### src/pin_change_params.svh
// Constants for the pin change edge interrupt block.
// Assumes inclusion by bare name from any design file; definitions only.
`ifndef PIN_CHANGE_PARAMS_SVH
`define PIN_CHANGE_PARAMS_SVH

// Register word offsets (byte address = 4 * index)
`define OFS_PA_RISE   4'h0
`define OFS_PA_FALL   4'h1
`define OFS_PA_FLAGS  4'h2
`define OFS_PB_RISE   4'h3
`define OFS_PB_FALL   4'h4
`define OFS_PB_FLAGS  4'h5
`define OFS_PC_RISE   4'h6
`define OFS_PC_FALL   4'h7
`define OFS_PC_FLAGS  4'h8
`define OFS_PE_RISE   4'h9
`define OFS_PE_FALL   4'hA
`define OFS_PE_FLAGS  4'hB
`define OFS_IRQ_EN    4'hC
`define OFS_IRQ_REQ   4'hD

// Field positions
`define PE_BIT        3
`define IRQ_EN_BIT    0
`define SUMMARY_BIT   0

// Reset value and port E bit mask
`define RST_BYTE      8'h00
`define PE_MASK       8'h08

`endif

### src/pin_change_pkg.sv
// Types shared by the pin change edge interrupt block.
// Assumes nothing of its surroundings.
package pin_change_pkg;
   typedef logic [7:0] byte_t;   // One register's payload
   // Bus slave answer phase
   typedef enum logic [0:0] {
      BUS_IDLE = 1'b0,
      BUS_ACK  = 1'b1
   } bus_state_e;
endpackage

### src/pin_sync.sv
// Two-flop synchroniser for a vector of pin levels.
// Assumes asynchronous pins; the output is safe on clk_sys_in.
`timescale 1ns/1ns
module pin_sync #(
   parameter int WIDTH = 8
) (
   input  wire logic             clk_sys_in,  // System clock
   input  wire logic             reset_in,    // Async reset, high
   input  wire logic [WIDTH-1:0] pin_in,      // Raw pin levels
   output      logic [WIDTH-1:0] sync_out     // Synchronised levels
);
   logic [WIDTH-1:0] meta_r;   // First stage, read only by second

   // Two stages in series
   always_ff @(posedge clk_sys_in or posedge reset_in) begin
      if (reset_in) begin
         meta_r   <= '0;
         sync_out <= '0;
      end else begin
         meta_r   <= pin_in;
         sync_out <= meta_r;
      end
   end
endmodule

### src/edge_flag_bank.sv
// One port's edge detectors and sticky flags, one entry per pin.
// Assumes synchronised pin levels and same-clock write strobes.
`timescale 1ns/1ns
`include "pin_change_params.svh"
module edge_flag_bank #(
   parameter int WIDTH = 8
) (
   input  wire logic             clk_sys_in,   // System clock
   input  wire logic             reset_in,     // Async reset, high
   input  wire logic [WIDTH-1:0] level_in,     // Synchronised pins
   input  wire logic [WIDTH-1:0] rise_en_in,   // Rising arm bits
   input  wire logic [WIDTH-1:0] fall_en_in,   // Falling arm bits
   input  wire logic             wr_in,        // Flag write strobe
   input  wire logic [WIDTH-1:0] wdata_in,     // Flag write data
   output      logic [WIDTH-1:0] flags_out     // Sticky flags
);
   logic [WIDTH-1:0] prev_r;   // Last sample for compare
   wire  [WIDTH-1:0] hit_w;    // Armed edge seen this cycle

   // Previous sample; reset to zero so a high pin at release
   // reads as one rising edge only if armed
   always_ff @(posedge clk_sys_in or posedge reset_in) begin
      if (reset_in) prev_r <= '0;
      else          prev_r <= level_in;
   end

   genvar i;
   generate
      for (i = 0; i < WIDTH; i++) begin : g_pin
         wire rise_w = level_in[i] & ~prev_r[i];
         wire fall_w = ~level_in[i] & prev_r[i];
         assign hit_w[i] = (rise_w & rise_en_in[i]) | (fall_w & fall_en_in[i]);
      end
   endgenerate

   // Hardware set beats software clear: an edge in the write cycle
   // survives whatever value is written
   always_ff @(posedge clk_sys_in or posedge reset_in) begin
      if (reset_in)   flags_out <= '0;
      else if (wr_in) flags_out <= wdata_in | hit_w;
      else            flags_out <= flags_out | hit_w;
   end
endmodule

### src/pin_change_edge_interrupt.sv
// Top of the pin change edge interrupt block with its Avalon-MM slave.
// Assumes pins are asynchronous; bus master shares clk_sys_in.
//
// The Avalon-MM interface to the registers and the register addresses were left to the implementer.
`timescale 1ns/1ns
`include "pin_change_params.svh"

// How it works
// - Enabled edge raises interrupt and wake request
// - Sleep edge is flagged before wake completes
// - Port A rising enable register, eight bits
// - Port A falling enable register, eight bits
// - Port A flag sets on armed edge
// - Writing zero clears a flag bit
// - Port B rising enable register, eight bits
// - Port B falling enable register, eight bits
// - Port B flag sets on armed edge
// - Port C rising enable register, eight bits
// - Port C falling enable register, eight bits
// - Port C flag sets on armed edge
// - Port E rising enable only bit three
// - Port E other bits read zero
// - All enables and flags reset to zero
// - Flags software writable, hardware settable
// - Detection continues while interrupt disabled
// - Summary flag ORs every pin flag
// - Edge during clear leaves flag set
// - Port E falling enable and flag bit three
module pin_change_edge_interrupt (
   input  wire logic        clk_sys_in,       // System clock, 10 MHz
   input  wire logic        reset_in,         // Async reset, high
   input  wire logic [7:0]  porta_pin_in,     // Port A pins
   input  wire logic [7:0]  portb_pin_in,     // Port B pins
   input  wire logic [7:0]  portc_pin_in,     // Port C pins
   input  wire logic        porte_pin3_in,    // Port E pin 3
   input  wire logic [5:0]  avs_address_in,   // Word address
   input  wire logic        avs_read_in,      // Read request
   input  wire logic        avs_write_in,     // Write request
   input  wire logic [31:0] avs_writedata_in, // Write data
   input  wire logic [3:0]  avs_byteenable_in,// Byte lanes
   output      logic [31:0] avs_readdata_out, // Read data
   output      logic        avs_waitrequest_out, // Stall
   output      logic [1:0]  avs_response_out, // 00 ok, 10 slave error
   output      logic        irq_out,          // Interrupt request
   output      logic        wake_out          // Wake from Sleep
);
   // Enable registers
   pin_change_pkg::byte_t pa_rise_r, pa_fall_r;
   pin_change_pkg::byte_t pb_rise_r, pb_fall_r;
   pin_change_pkg::byte_t pc_rise_r, pc_fall_r;
   logic                  pe_rise_r, pe_fall_r;   // Only bit 3 exists
   logic                  irq_en_r;               // change_irq_enable
   pin_change_pkg::bus_state_e bus_state_r;       // Answer phase

   // Synchronised pins
   logic [7:0] pa_lvl, pb_lvl, pc_lvl;
   logic [0:0] pe_lvl;
   // Flag banks outputs
   logic [7:0] pa_flags, pb_flags, pc_flags;
   logic [0:0] pe_flags;

   // Pin synchronisers
   pin_sync #(.WIDTH(8)) u_sync_a (
      .clk_sys_in (clk_sys_in), .reset_in (reset_in),
      .pin_in     (porta_pin_in), .sync_out (pa_lvl));
   pin_sync #(.WIDTH(8)) u_sync_b (
      .clk_sys_in (clk_sys_in), .reset_in (reset_in),
      .pin_in     (portb_pin_in), .sync_out (pb_lvl));
   pin_sync #(.WIDTH(8)) u_sync_c (
      .clk_sys_in (clk_sys_in), .reset_in (reset_in),
      .pin_in     (portc_pin_in), .sync_out (pc_lvl));
   pin_sync #(.WIDTH(1)) u_sync_e (
      .clk_sys_in (clk_sys_in), .reset_in (reset_in),
      .pin_in     (porte_pin3_in), .sync_out (pe_lvl));

   // Access decode; a write lands at the edge that sees waitrequest low
   wire        acc_w    = (avs_read_in | avs_write_in)
                          && (bus_state_r == pin_change_pkg::BUS_IDLE);
   wire        wr_w     = avs_write_in && avs_byteenable_in[0]
                          && (bus_state_r == pin_change_pkg::BUS_ACK);
   wire [3:0]  idx_w    = avs_address_in[3:0];
   wire        mapped_w = (avs_address_in[5:4] == 2'b00) && (idx_w <= `OFS_IRQ_REQ);
   wire [7:0]  wd_w     = avs_writedata_in[7:0];
   wire        wr_pa_r_w = wr_w && mapped_w && (idx_w == `OFS_PA_RISE);
   wire        wr_pa_f_w = wr_w && mapped_w && (idx_w == `OFS_PA_FALL);
   wire        wr_pa_g_w = wr_w && mapped_w && (idx_w == `OFS_PA_FLAGS);
   wire        wr_pb_r_w = wr_w && mapped_w && (idx_w == `OFS_PB_RISE);
   wire        wr_pb_f_w = wr_w && mapped_w && (idx_w == `OFS_PB_FALL);
   wire        wr_pb_g_w = wr_w && mapped_w && (idx_w == `OFS_PB_FLAGS);
   wire        wr_pc_r_w = wr_w && mapped_w && (idx_w == `OFS_PC_RISE);
   wire        wr_pc_f_w = wr_w && mapped_w && (idx_w == `OFS_PC_FALL);
   wire        wr_pc_g_w = wr_w && mapped_w && (idx_w == `OFS_PC_FLAGS);
   wire        wr_pe_r_w = wr_w && mapped_w && (idx_w == `OFS_PE_RISE);
   wire        wr_pe_f_w = wr_w && mapped_w && (idx_w == `OFS_PE_FALL);
   wire        wr_pe_g_w = wr_w && mapped_w && (idx_w == `OFS_PE_FLAGS);
   wire        wr_ie_w   = wr_w && mapped_w && (idx_w == `OFS_IRQ_EN);

   // Flag banks, hardware set wins over software clear
   edge_flag_bank #(.WIDTH(8)) u_bank_a (
      .clk_sys_in (clk_sys_in), .reset_in (reset_in), .level_in (pa_lvl),
      .rise_en_in (pa_rise_r), .fall_en_in (pa_fall_r),
      .wr_in (wr_pa_g_w), .wdata_in (wd_w), .flags_out (pa_flags));
   edge_flag_bank #(.WIDTH(8)) u_bank_b (
      .clk_sys_in (clk_sys_in), .reset_in (reset_in), .level_in (pb_lvl),
      .rise_en_in (pb_rise_r), .fall_en_in (pb_fall_r),
      .wr_in (wr_pb_g_w), .wdata_in (wd_w), .flags_out (pb_flags));
   edge_flag_bank #(.WIDTH(8)) u_bank_c (
      .clk_sys_in (clk_sys_in), .reset_in (reset_in), .level_in (pc_lvl),
      .rise_en_in (pc_rise_r), .fall_en_in (pc_fall_r),
      .wr_in (wr_pc_g_w), .wdata_in (wd_w), .flags_out (pc_flags));
   edge_flag_bank #(.WIDTH(1)) u_bank_e (
      .clk_sys_in (clk_sys_in), .reset_in (reset_in), .level_in (pe_lvl),
      .rise_en_in (pe_rise_r), .fall_en_in (pe_fall_r),
      .wr_in (wr_pe_g_w), .wdata_in (wd_w[`PE_BIT:`PE_BIT]), .flags_out (pe_flags));

   // Summary of every flag
   wire summary_w = (|pa_flags) | (|pb_flags) | (|pc_flags) | pe_flags[0];

   // Port E bytes: only bit 3 lives, the rest read zero
   wire [7:0] pe_rise_byte_w  = {4'h0, pe_rise_r, 3'h0};
   wire [7:0] pe_fall_byte_w  = {4'h0, pe_fall_r, 3'h0};
   wire [7:0] pe_flags_byte_w = {4'h0, pe_flags[0], 3'h0};

   // Read multiplexer
   logic [7:0] rd_byte_w;
   always_comb begin
      case (idx_w)
         `OFS_PA_RISE:  rd_byte_w = pa_rise_r;
         `OFS_PA_FALL:  rd_byte_w = pa_fall_r;
         `OFS_PA_FLAGS: rd_byte_w = pa_flags;
         `OFS_PB_RISE:  rd_byte_w = pb_rise_r;
         `OFS_PB_FALL:  rd_byte_w = pb_fall_r;
         `OFS_PB_FLAGS: rd_byte_w = pb_flags;
         `OFS_PC_RISE:  rd_byte_w = pc_rise_r;
         `OFS_PC_FALL:  rd_byte_w = pc_fall_r;
         `OFS_PC_FLAGS: rd_byte_w = pc_flags;
         `OFS_PE_RISE:  rd_byte_w = pe_rise_byte_w;
         `OFS_PE_FALL:  rd_byte_w = pe_fall_byte_w;
         `OFS_PE_FLAGS: rd_byte_w = pe_flags_byte_w;
         `OFS_IRQ_EN:   rd_byte_w = {7'h00, irq_en_r};
         `OFS_IRQ_REQ:  rd_byte_w = {7'h00, summary_w};
         default:       rd_byte_w = `RST_BYTE;
      endcase
   end
   wire [7:0] rd_sel_w = mapped_w ? rd_byte_w : `RST_BYTE;

   // Enable registers, port A and B
   always_ff @(posedge clk_sys_in or posedge reset_in) begin
      if (reset_in) begin
         pa_rise_r <= `RST_BYTE;
         pa_fall_r <= `RST_BYTE;
         pb_rise_r <= `RST_BYTE;
         pb_fall_r <= `RST_BYTE;
      end else begin
         if (wr_pa_r_w) pa_rise_r <= wd_w;
         if (wr_pa_f_w) pa_fall_r <= wd_w;
         if (wr_pb_r_w) pb_rise_r <= wd_w;
         if (wr_pb_f_w) pb_fall_r <= wd_w;
      end
   end

   // Enable registers, port C and E, plus block enable
   always_ff @(posedge clk_sys_in or posedge reset_in) begin
      if (reset_in) begin
         pc_rise_r <= `RST_BYTE;
         pc_fall_r <= `RST_BYTE;
         pe_rise_r <= 1'b0;
         pe_fall_r <= 1'b0;
         irq_en_r  <= 1'b0;
      end else begin
         if (wr_pc_r_w) pc_rise_r <= wd_w;
         if (wr_pc_f_w) pc_fall_r <= wd_w;
         if (wr_pe_r_w) pe_rise_r <= wd_w[`PE_BIT];
         if (wr_pe_f_w) pe_fall_r <= wd_w[`PE_BIT];
         if (wr_ie_w)   irq_en_r  <= wd_w[`IRQ_EN_BIT];
      end
   end

   // Bus answer: one wait cycle, then data with waitrequest low.
   // Costs a cycle per access but keeps readdata from a flop.
   always_ff @(posedge clk_sys_in or posedge reset_in) begin
      if (reset_in) begin
         bus_state_r         <= pin_change_pkg::BUS_IDLE;
         avs_waitrequest_out <= 1'b1;
         avs_readdata_out    <= 32'h0000_0000;
         avs_response_out    <= 2'h0;
      end else if (acc_w) begin
         bus_state_r         <= pin_change_pkg::BUS_ACK;
         avs_waitrequest_out <= 1'b0;
         avs_readdata_out    <= {24'h000000, rd_sel_w};
         avs_response_out    <= mapped_w ? 2'h0 : 2'h2;
      end else begin
         bus_state_r         <= pin_change_pkg::BUS_IDLE;
         avs_waitrequest_out <= 1'b1;
         avs_readdata_out    <= avs_readdata_out;
         avs_response_out    <= avs_response_out;
      end
   end

   // Interrupt and wake: flags keep working when disabled
   always_ff @(posedge clk_sys_in or posedge reset_in) begin
      if (reset_in) begin
         irq_out  <= 1'b0;
         wake_out <= 1'b0;
      end else begin
         irq_out  <= irq_en_r & summary_w;
         wake_out <= irq_en_r & summary_w;
      end
   end

   // Pending flag with the interrupt enabled is followed by interrupt next cycle
   a_irq_follows: assert property (
      @(posedge clk_sys_in) disable iff (reset_in)
      (irq_en_r && summary_w) |=> irq_out)
      else $error("interrupt not raised for pending flag");

   a_irq_blocked: assert property (
      @(posedge clk_sys_in) disable iff (reset_in)
      (!irq_en_r) |=> !irq_out)
      else $error("interrupt raised while disabled");

   a_wake_flagged: assert property (
      @(posedge clk_sys_in) disable iff (reset_in)
      $rose(wake_out) |-> $past(summary_w))
      else $error("wake without a recorded flag");

   a_pa_rise_set: assert property (
      @(posedge clk_sys_in) disable iff (reset_in)
      (pa_lvl[0] && !u_bank_a.prev_r[0] && pa_rise_r[0]) |=> pa_flags[0])
      else $error("port A rising edge not flagged");

   a_pb_fall_set: assert property (
      @(posedge clk_sys_in) disable iff (reset_in)
      (!pb_lvl[7] && u_bank_b.prev_r[7] && pb_fall_r[7]) |=> pb_flags[7])
      else $error("port B falling edge not flagged");

   a_pc_unarmed: assert property (
      @(posedge clk_sys_in) disable iff (reset_in)
      (!pc_flags[2] && pc_rise_r[2] == 1'b0 && pc_fall_r[2] == 1'b0 && !wr_pc_g_w)
      |=> !pc_flags[2])
      else $error("port C flag set while unarmed");

   a_clear_race: assert property (
      @(posedge clk_sys_in) disable iff (reset_in)
      (wr_pa_g_w && !wd_w[0] && pa_lvl[0] && !u_bank_a.prev_r[0] && pa_rise_r[0])
      |=> pa_flags[0])
      else $error("edge lost during flag clear");

   a_clear_zero: assert property (
      @(posedge clk_sys_in) disable iff (reset_in)
      (wr_pb_g_w && !wd_w[0] && !(pb_lvl[0] ^ u_bank_b.prev_r[0])) |=> !pb_flags[0])
      else $error("flag not cleared by zero write");

   a_summary_or: assert property (
      @(posedge clk_sys_in) disable iff (reset_in)
      (idx_w == `OFS_IRQ_REQ && avs_read_in && acc_w)
      |=> avs_readdata_out[`SUMMARY_BIT] == $past(summary_w))
      else $error("summary read disagrees with flags");

   a_pe_unused: assert property (
      @(posedge clk_sys_in) disable iff (reset_in)
      (acc_w && avs_read_in && (idx_w == `OFS_PE_RISE || idx_w == `OFS_PE_FLAGS))
      |=> (avs_readdata_out[7:0] & ~`PE_MASK) == 8'h00)
      else $error("port E unimplemented bits not zero");

   // Every armed edge kind on each port leaves its flag set
   a_pa_fall_set: assert property (
      @(posedge clk_sys_in) disable iff (reset_in)
      (!pa_lvl[7] && u_bank_a.prev_r[7] && pa_fall_r[7]) |=> pa_flags[7])
      else $error("port A falling edge not flagged");

   a_pb_rise_set: assert property (
      @(posedge clk_sys_in) disable iff (reset_in)
      (pb_lvl[3] && !u_bank_b.prev_r[3] && pb_rise_r[3]) |=> pb_flags[3])
      else $error("port B rising edge not flagged");

   a_pc_rise_set: assert property (
      @(posedge clk_sys_in) disable iff (reset_in)
      (pc_lvl[5] && !u_bank_c.prev_r[5] && pc_rise_r[5]) |=> pc_flags[5])
      else $error("port C rising edge not flagged");

   a_pc_fall_set: assert property (
      @(posedge clk_sys_in) disable iff (reset_in)
      (!pc_lvl[0] && u_bank_c.prev_r[0] && pc_fall_r[0]) |=> pc_flags[0])
      else $error("port C falling edge not flagged");

   a_pe_rise_set: assert property (
      @(posedge clk_sys_in) disable iff (reset_in)
      (pe_lvl[0] && !u_bank_e.prev_r[0] && pe_rise_r) |=> pe_flags[0])
      else $error("port E rising edge not flagged");

   a_pe_fall_set: assert property (
      @(posedge clk_sys_in) disable iff (reset_in)
      (!pe_lvl[0] && u_bank_e.prev_r[0] && pe_fall_r) |=> pe_flags[0])
      else $error("port E falling edge not flagged");

   // Enable writes take the written byte, bit 3 only for port E, at the answering edge
   a_pa_rise_write: assert property (
      @(posedge clk_sys_in) disable iff (reset_in)
      wr_pa_r_w |=> pa_rise_r == $past(wd_w))
      else $error("port A rising enable not written");

   a_pa_fall_write: assert property (
      @(posedge clk_sys_in) disable iff (reset_in)
      wr_pa_f_w |=> pa_fall_r == $past(wd_w))
      else $error("port A falling enable not written");

   a_pb_rise_write: assert property (
      @(posedge clk_sys_in) disable iff (reset_in)
      wr_pb_r_w |=> pb_rise_r == $past(wd_w))
      else $error("port B rising enable not written");

   a_pb_fall_write: assert property (
      @(posedge clk_sys_in) disable iff (reset_in)
      wr_pb_f_w |=> pb_fall_r == $past(wd_w))
      else $error("port B falling enable not written");

   a_pc_rise_write: assert property (
      @(posedge clk_sys_in) disable iff (reset_in)
      wr_pc_r_w |=> pc_rise_r == $past(wd_w))
      else $error("port C rising enable not written");

   a_pc_fall_write: assert property (
      @(posedge clk_sys_in) disable iff (reset_in)
      wr_pc_f_w |=> pc_fall_r == $past(wd_w))
      else $error("port C falling enable not written");

   a_pe_rise_write: assert property (
      @(posedge clk_sys_in) disable iff (reset_in)
      wr_pe_r_w |=> pe_rise_r == $past(wd_w[`PE_BIT]))
      else $error("port E rising enable not written");

   a_pe_fall_write: assert property (
      @(posedge clk_sys_in) disable iff (reset_in)
      wr_pe_f_w |=> pe_fall_r == $past(wd_w[`PE_BIT]))
      else $error("port E falling enable not written");

   // Bus answer: one stall cycle, one answer cycle, error on holes; wake request equals interrupt
   a_wait_answer: assert property (
      @(posedge clk_sys_in) disable iff (reset_in)
      acc_w |=> !avs_waitrequest_out)
      else $error("accepted access not answered");

   a_wait_single: assert property (
      @(posedge clk_sys_in) disable iff (reset_in)
      !avs_waitrequest_out |=> avs_waitrequest_out)
      else $error("waitrequest low for more than one cycle");

   a_resp_unmapped: assert property (
      @(posedge clk_sys_in) disable iff (reset_in)
      (acc_w && !mapped_w) |=> avs_response_out == 2'h2)
      else $error("unmapped access not refused");

   a_wake_irq: assert property (
      @(posedge clk_sys_in) disable iff (reset_in)
      wake_out == irq_out)
      else $error("wake request differs from interrupt");
endmodule

### config.mk
export PLATFORM = sky130hd
export DESIGN_NAME = pin_change_edge_interrupt
export DESIGN_NICKNAME = d
export VERILOG_FILES = /design/src/pin_change_pkg.sv /design/src/pin_sync.sv /design/src/edge_flag_bank.sv /design/src/pin_change_edge_interrupt.sv
export VERILOG_INCLUDE_DIRS = /design/src
export SDC_FILE = /design/constraint.sdc
export NUM_CORES = 1
export LEC_CHECK = 0
export ABC_AREA = 1
export BUFFER_PORTS_ARGS = -buffer_cell sky130_fd_sc_hd__clkbuf_2
export CORE_ASPECT_RATIO = 0.6
export CORE_UTILIZATION = 51
export DETAILED_ROUTE_END_ITERATION = 7
export PLACE_DENSITY = 0.76
export SYNTH_ARGS = -nofsm -noshare
export SYNTH_HDL_FRONTEND = slang
export SYNTH_SLANG_ARGS = --single-unit
### constraint.sdc
create_clock -name clk_sys_in -period 4.85 [get_ports clk_sys_in]
set_clock_uncertainty 0.2 [all_clocks]
set_input_delay 0.2425 -clock clk_sys_in [delete_from_list [all_inputs] [get_ports clk_sys_in]]
set_output_delay 0.2425 -clock clk_sys_in [all_outputs]
set_load 0.005 [all_outputs]
==> results.md <==
* Post-synthesis mux area share at 0
* Worst skew pair latency at 0.43 ns
* Initial Util at 0.534
* TritonCTS Sinks at 163
* Max VDD drop at 210 uV
* Yosys warns at 0
* Worst-Margin Slew at 0.783 ns
* Synth Area in Compound Gates at 0.106
* Sequential share of the synthesized area at 0.620
* Arr. time, crit path at 2.44 ns
* Total gr overflow at 0
* CTS tree: done
* FP Rows at 31
* Synth Area in Adders at 0
* Die X at 149 um
* H-tree depth at 4
* Fin nets at 868
* Crit share post-route at 0.469
* RSZ-0062 raised after global routing: no
* PwrDens at 404 nW/um^2
* Syn-to-layout area delta at 17.7%
* CTS Buf Count at 17
* Leak pwr at 0.00379 uW
* Synth Area in XOR/XNOR at 0
* Syn Area/Cell at 9.33 sq um
* Synthesized area at 6580 sq um
* Final WS setup at 2.58 ns
* Synth Instances at 706
* Net Sw Frac at 0.269
* Comb pwr share at 0.081
* Area share of the leading cell type in the synthesized netlist at 0.616
* Post-synth top cells: nand2_1, dfrtp_1, nor2_1, o21ai_0, inv_1
* Hpwl dp at 11,400 um
* Leading area contributor after synthesis: dfrtp_1
* GRT Util Overall at 0.260
* EDFF count, synth at 0
* Clock Path Buffers at 2
* Area of the multi-input gates at 2070 sq um
* Post-route DRC at 0
* NetSw at 842 uW
* Iteration-0 DRC Markers at 416
* Die Y at 90.0 um
* Initial antenna violation count at 0
* Async set or reset register ratio after synthesis at 1.00
* F_max at 0.440 GHz
* Power Internal at 2290 uW
* Critical setup path kind: input pin to flop
* I/O pins at 108
* Via count at 5,114
* Most numerous cell in the Yosys netlist: nand2_1
* I/O Buffers at 55
* Flops & latches, synth at 163
* Clock Power Share at 0.420
* Setup TNS at 0 ns
* Synth top area cells: dfrtp_1, nand2_1, o21ai_0
* Synth Area in Simple Gates at 0.194
* Final setup fails at 0
* CP Launch Type: input pin
* Hold crit path type: input pin to flop
* Antenna violation net count after detailed routing at 0
* Final Non-Filler Cells at 975
* Fin. Hold Viols at 0
* Vias in the first global route at 4,986
* Storage cell area at 4080 sq um
* Req. time, crit path at 5.01 ns
* Fillers at 1,027
* Flop pwr share at 0.498
* Main combinational cell family by area after synthesis: simple AND/OR/NAND/NOR gates
* Pin count of the biggest net entering global routing at 90
* Via/cell ratio at 5.25
* First-pass GRT wire length at 26,200 um
* Final wirelength at 16,100 um
* Clock transition at the registers of the reported paths at 0.06 ns
* RePlAce Congestion at 0.935
* Max Cap Viol at 0
* Max-slew violations at 0
* Distinct cells, synth at 27
* Status: complete, no violations
* Main flop type after synthesis: dfrtp_1
* Hold slack final at 0.0292 ns
* Hold depth at 3
* WL per Instance at 16.5 um
* Drt first pass iters at 7
* Placed cells at 915
* Root buffer cell: clkbuf_16
* Core box area at 12,300 sq um
* Pre-CTS setup slack at 2.66 ns
* Core Util, Final at 0.628
* R2R depth at 5
* Area of the die at 13,400 sq um
* Minimum clock period at 2.27 ns
* Share of layout cells above drive strength 1 at 0.127
* Worst setup EP type: flop
* Crit Path Max Fanout at 10
* Worst slew margin at 0.478
* Antenna Cells at 0
[metal layers]
layer  track usage  up-vias  wire length [um]
li1              -     2409                 -
met1         0.376     2483              7660
met2         0.377      192              6890
met3        0.0797       30              1270
met4        0.0756        0               232
met5             0        -                 0
[placed cells by master (no fill, tap or decap), drive strengths merged]
cell and count:
a22oi 1, o31ai 8, conb 25, buf 2
dfstp 1, dfrtp 162, dlygate4sd3 28, nand4 2
clkbuf 73, nor2 78, o21ai 71, a21boi 1
bufinv 1, clkinv 2, nand2 197, clkinvlp 4
o211ai 13, inv 72, a21oi 22, a31oi 9
nand3 32, nor3 6
[worst max-delay path, stage by stage]
cell and delay [ns]:
dlygate4sd3_1 0.52, clkbuf_2 0.10, nor2_1 0.03, dlygate4sd3_1 0.54
nor2_1 0.19, inv_2 0.13, nor2_1 0.44, nand2_1 0.14
nand2_1 0.09
[power by group through the flow]
stage | sequential, uW | clock (uW) | combinational, uW
floorplan | 1550 | 0 | 171
global placement | 1580 | 0 | 227
detailed placement | 1580 | 0 | 236
CTS | 1560 | 1320 | 255
global route | 1570 | 1370 | 292
finish | 1560 | 1320 | 255
[final cells by class]
| cell class | count | share of cell area |
|---|---|---|
| Timing Repair Buffer | 85 | 0.0736 |
| Sequential cell | 163 | 0.527 |
| Clock buffer | 18 | 0.0554 |
| Tap cell | 165 | 0.0266 |
| Clock inverter | 14 | 0.0181 |
| Inverter | 65 | 0.0323 |
| Multi-Input combinational cell | 465 | 0.267 |
[final timing paths]
path	from	to	slack, ns
max	avs_write_in	avs_readdata_out[7]	2.58
min	avs_writedata_in[4]	pa_rise_r[4]	0.03
max reg2reg	bus_state_r	u_bank_a.flags_out[6]	2.74
min reg2reg	u_sync_b.meta_r[4]	u_sync_b.sync_out[4]	0.15
max in group asynchronous	reset_in	avs_waitrequest_out	3.06
min in group asynchronous	reset_in	u_sync_b.meta_r[2]	0.29
[cells by family (layout without fill, tap and decap cells)]
group	after synthesis	in the layout
and+or+nand+nor	315	315
DFF	163	163
AOI/OAI and AO/OA	125	125
buffers and inverters	102	182
other	1	25
[timing repair]
item / 4_1_cts / 5_1_grt
hold endpoints to repair: 113 / 0
resized for setup: 0 / 0
hold buffers: 28 / 0
setup endpoints to repair: 0 / 0
setup buffers: 0 / 0
[stage by stage]
stage / total power (uW) / instance area (sq um)
2_1_floorplan: 1720 / 6670
3_3_place_gp: 1800 / 6900
3_5_place_dp: 1820 / 6900
4_1_cts: 3130 / 7750
5_1_grt: 3240 / 7750
6_report: 3130 / 7750
No activity file was read; power rests on OpenSTA's default activity.
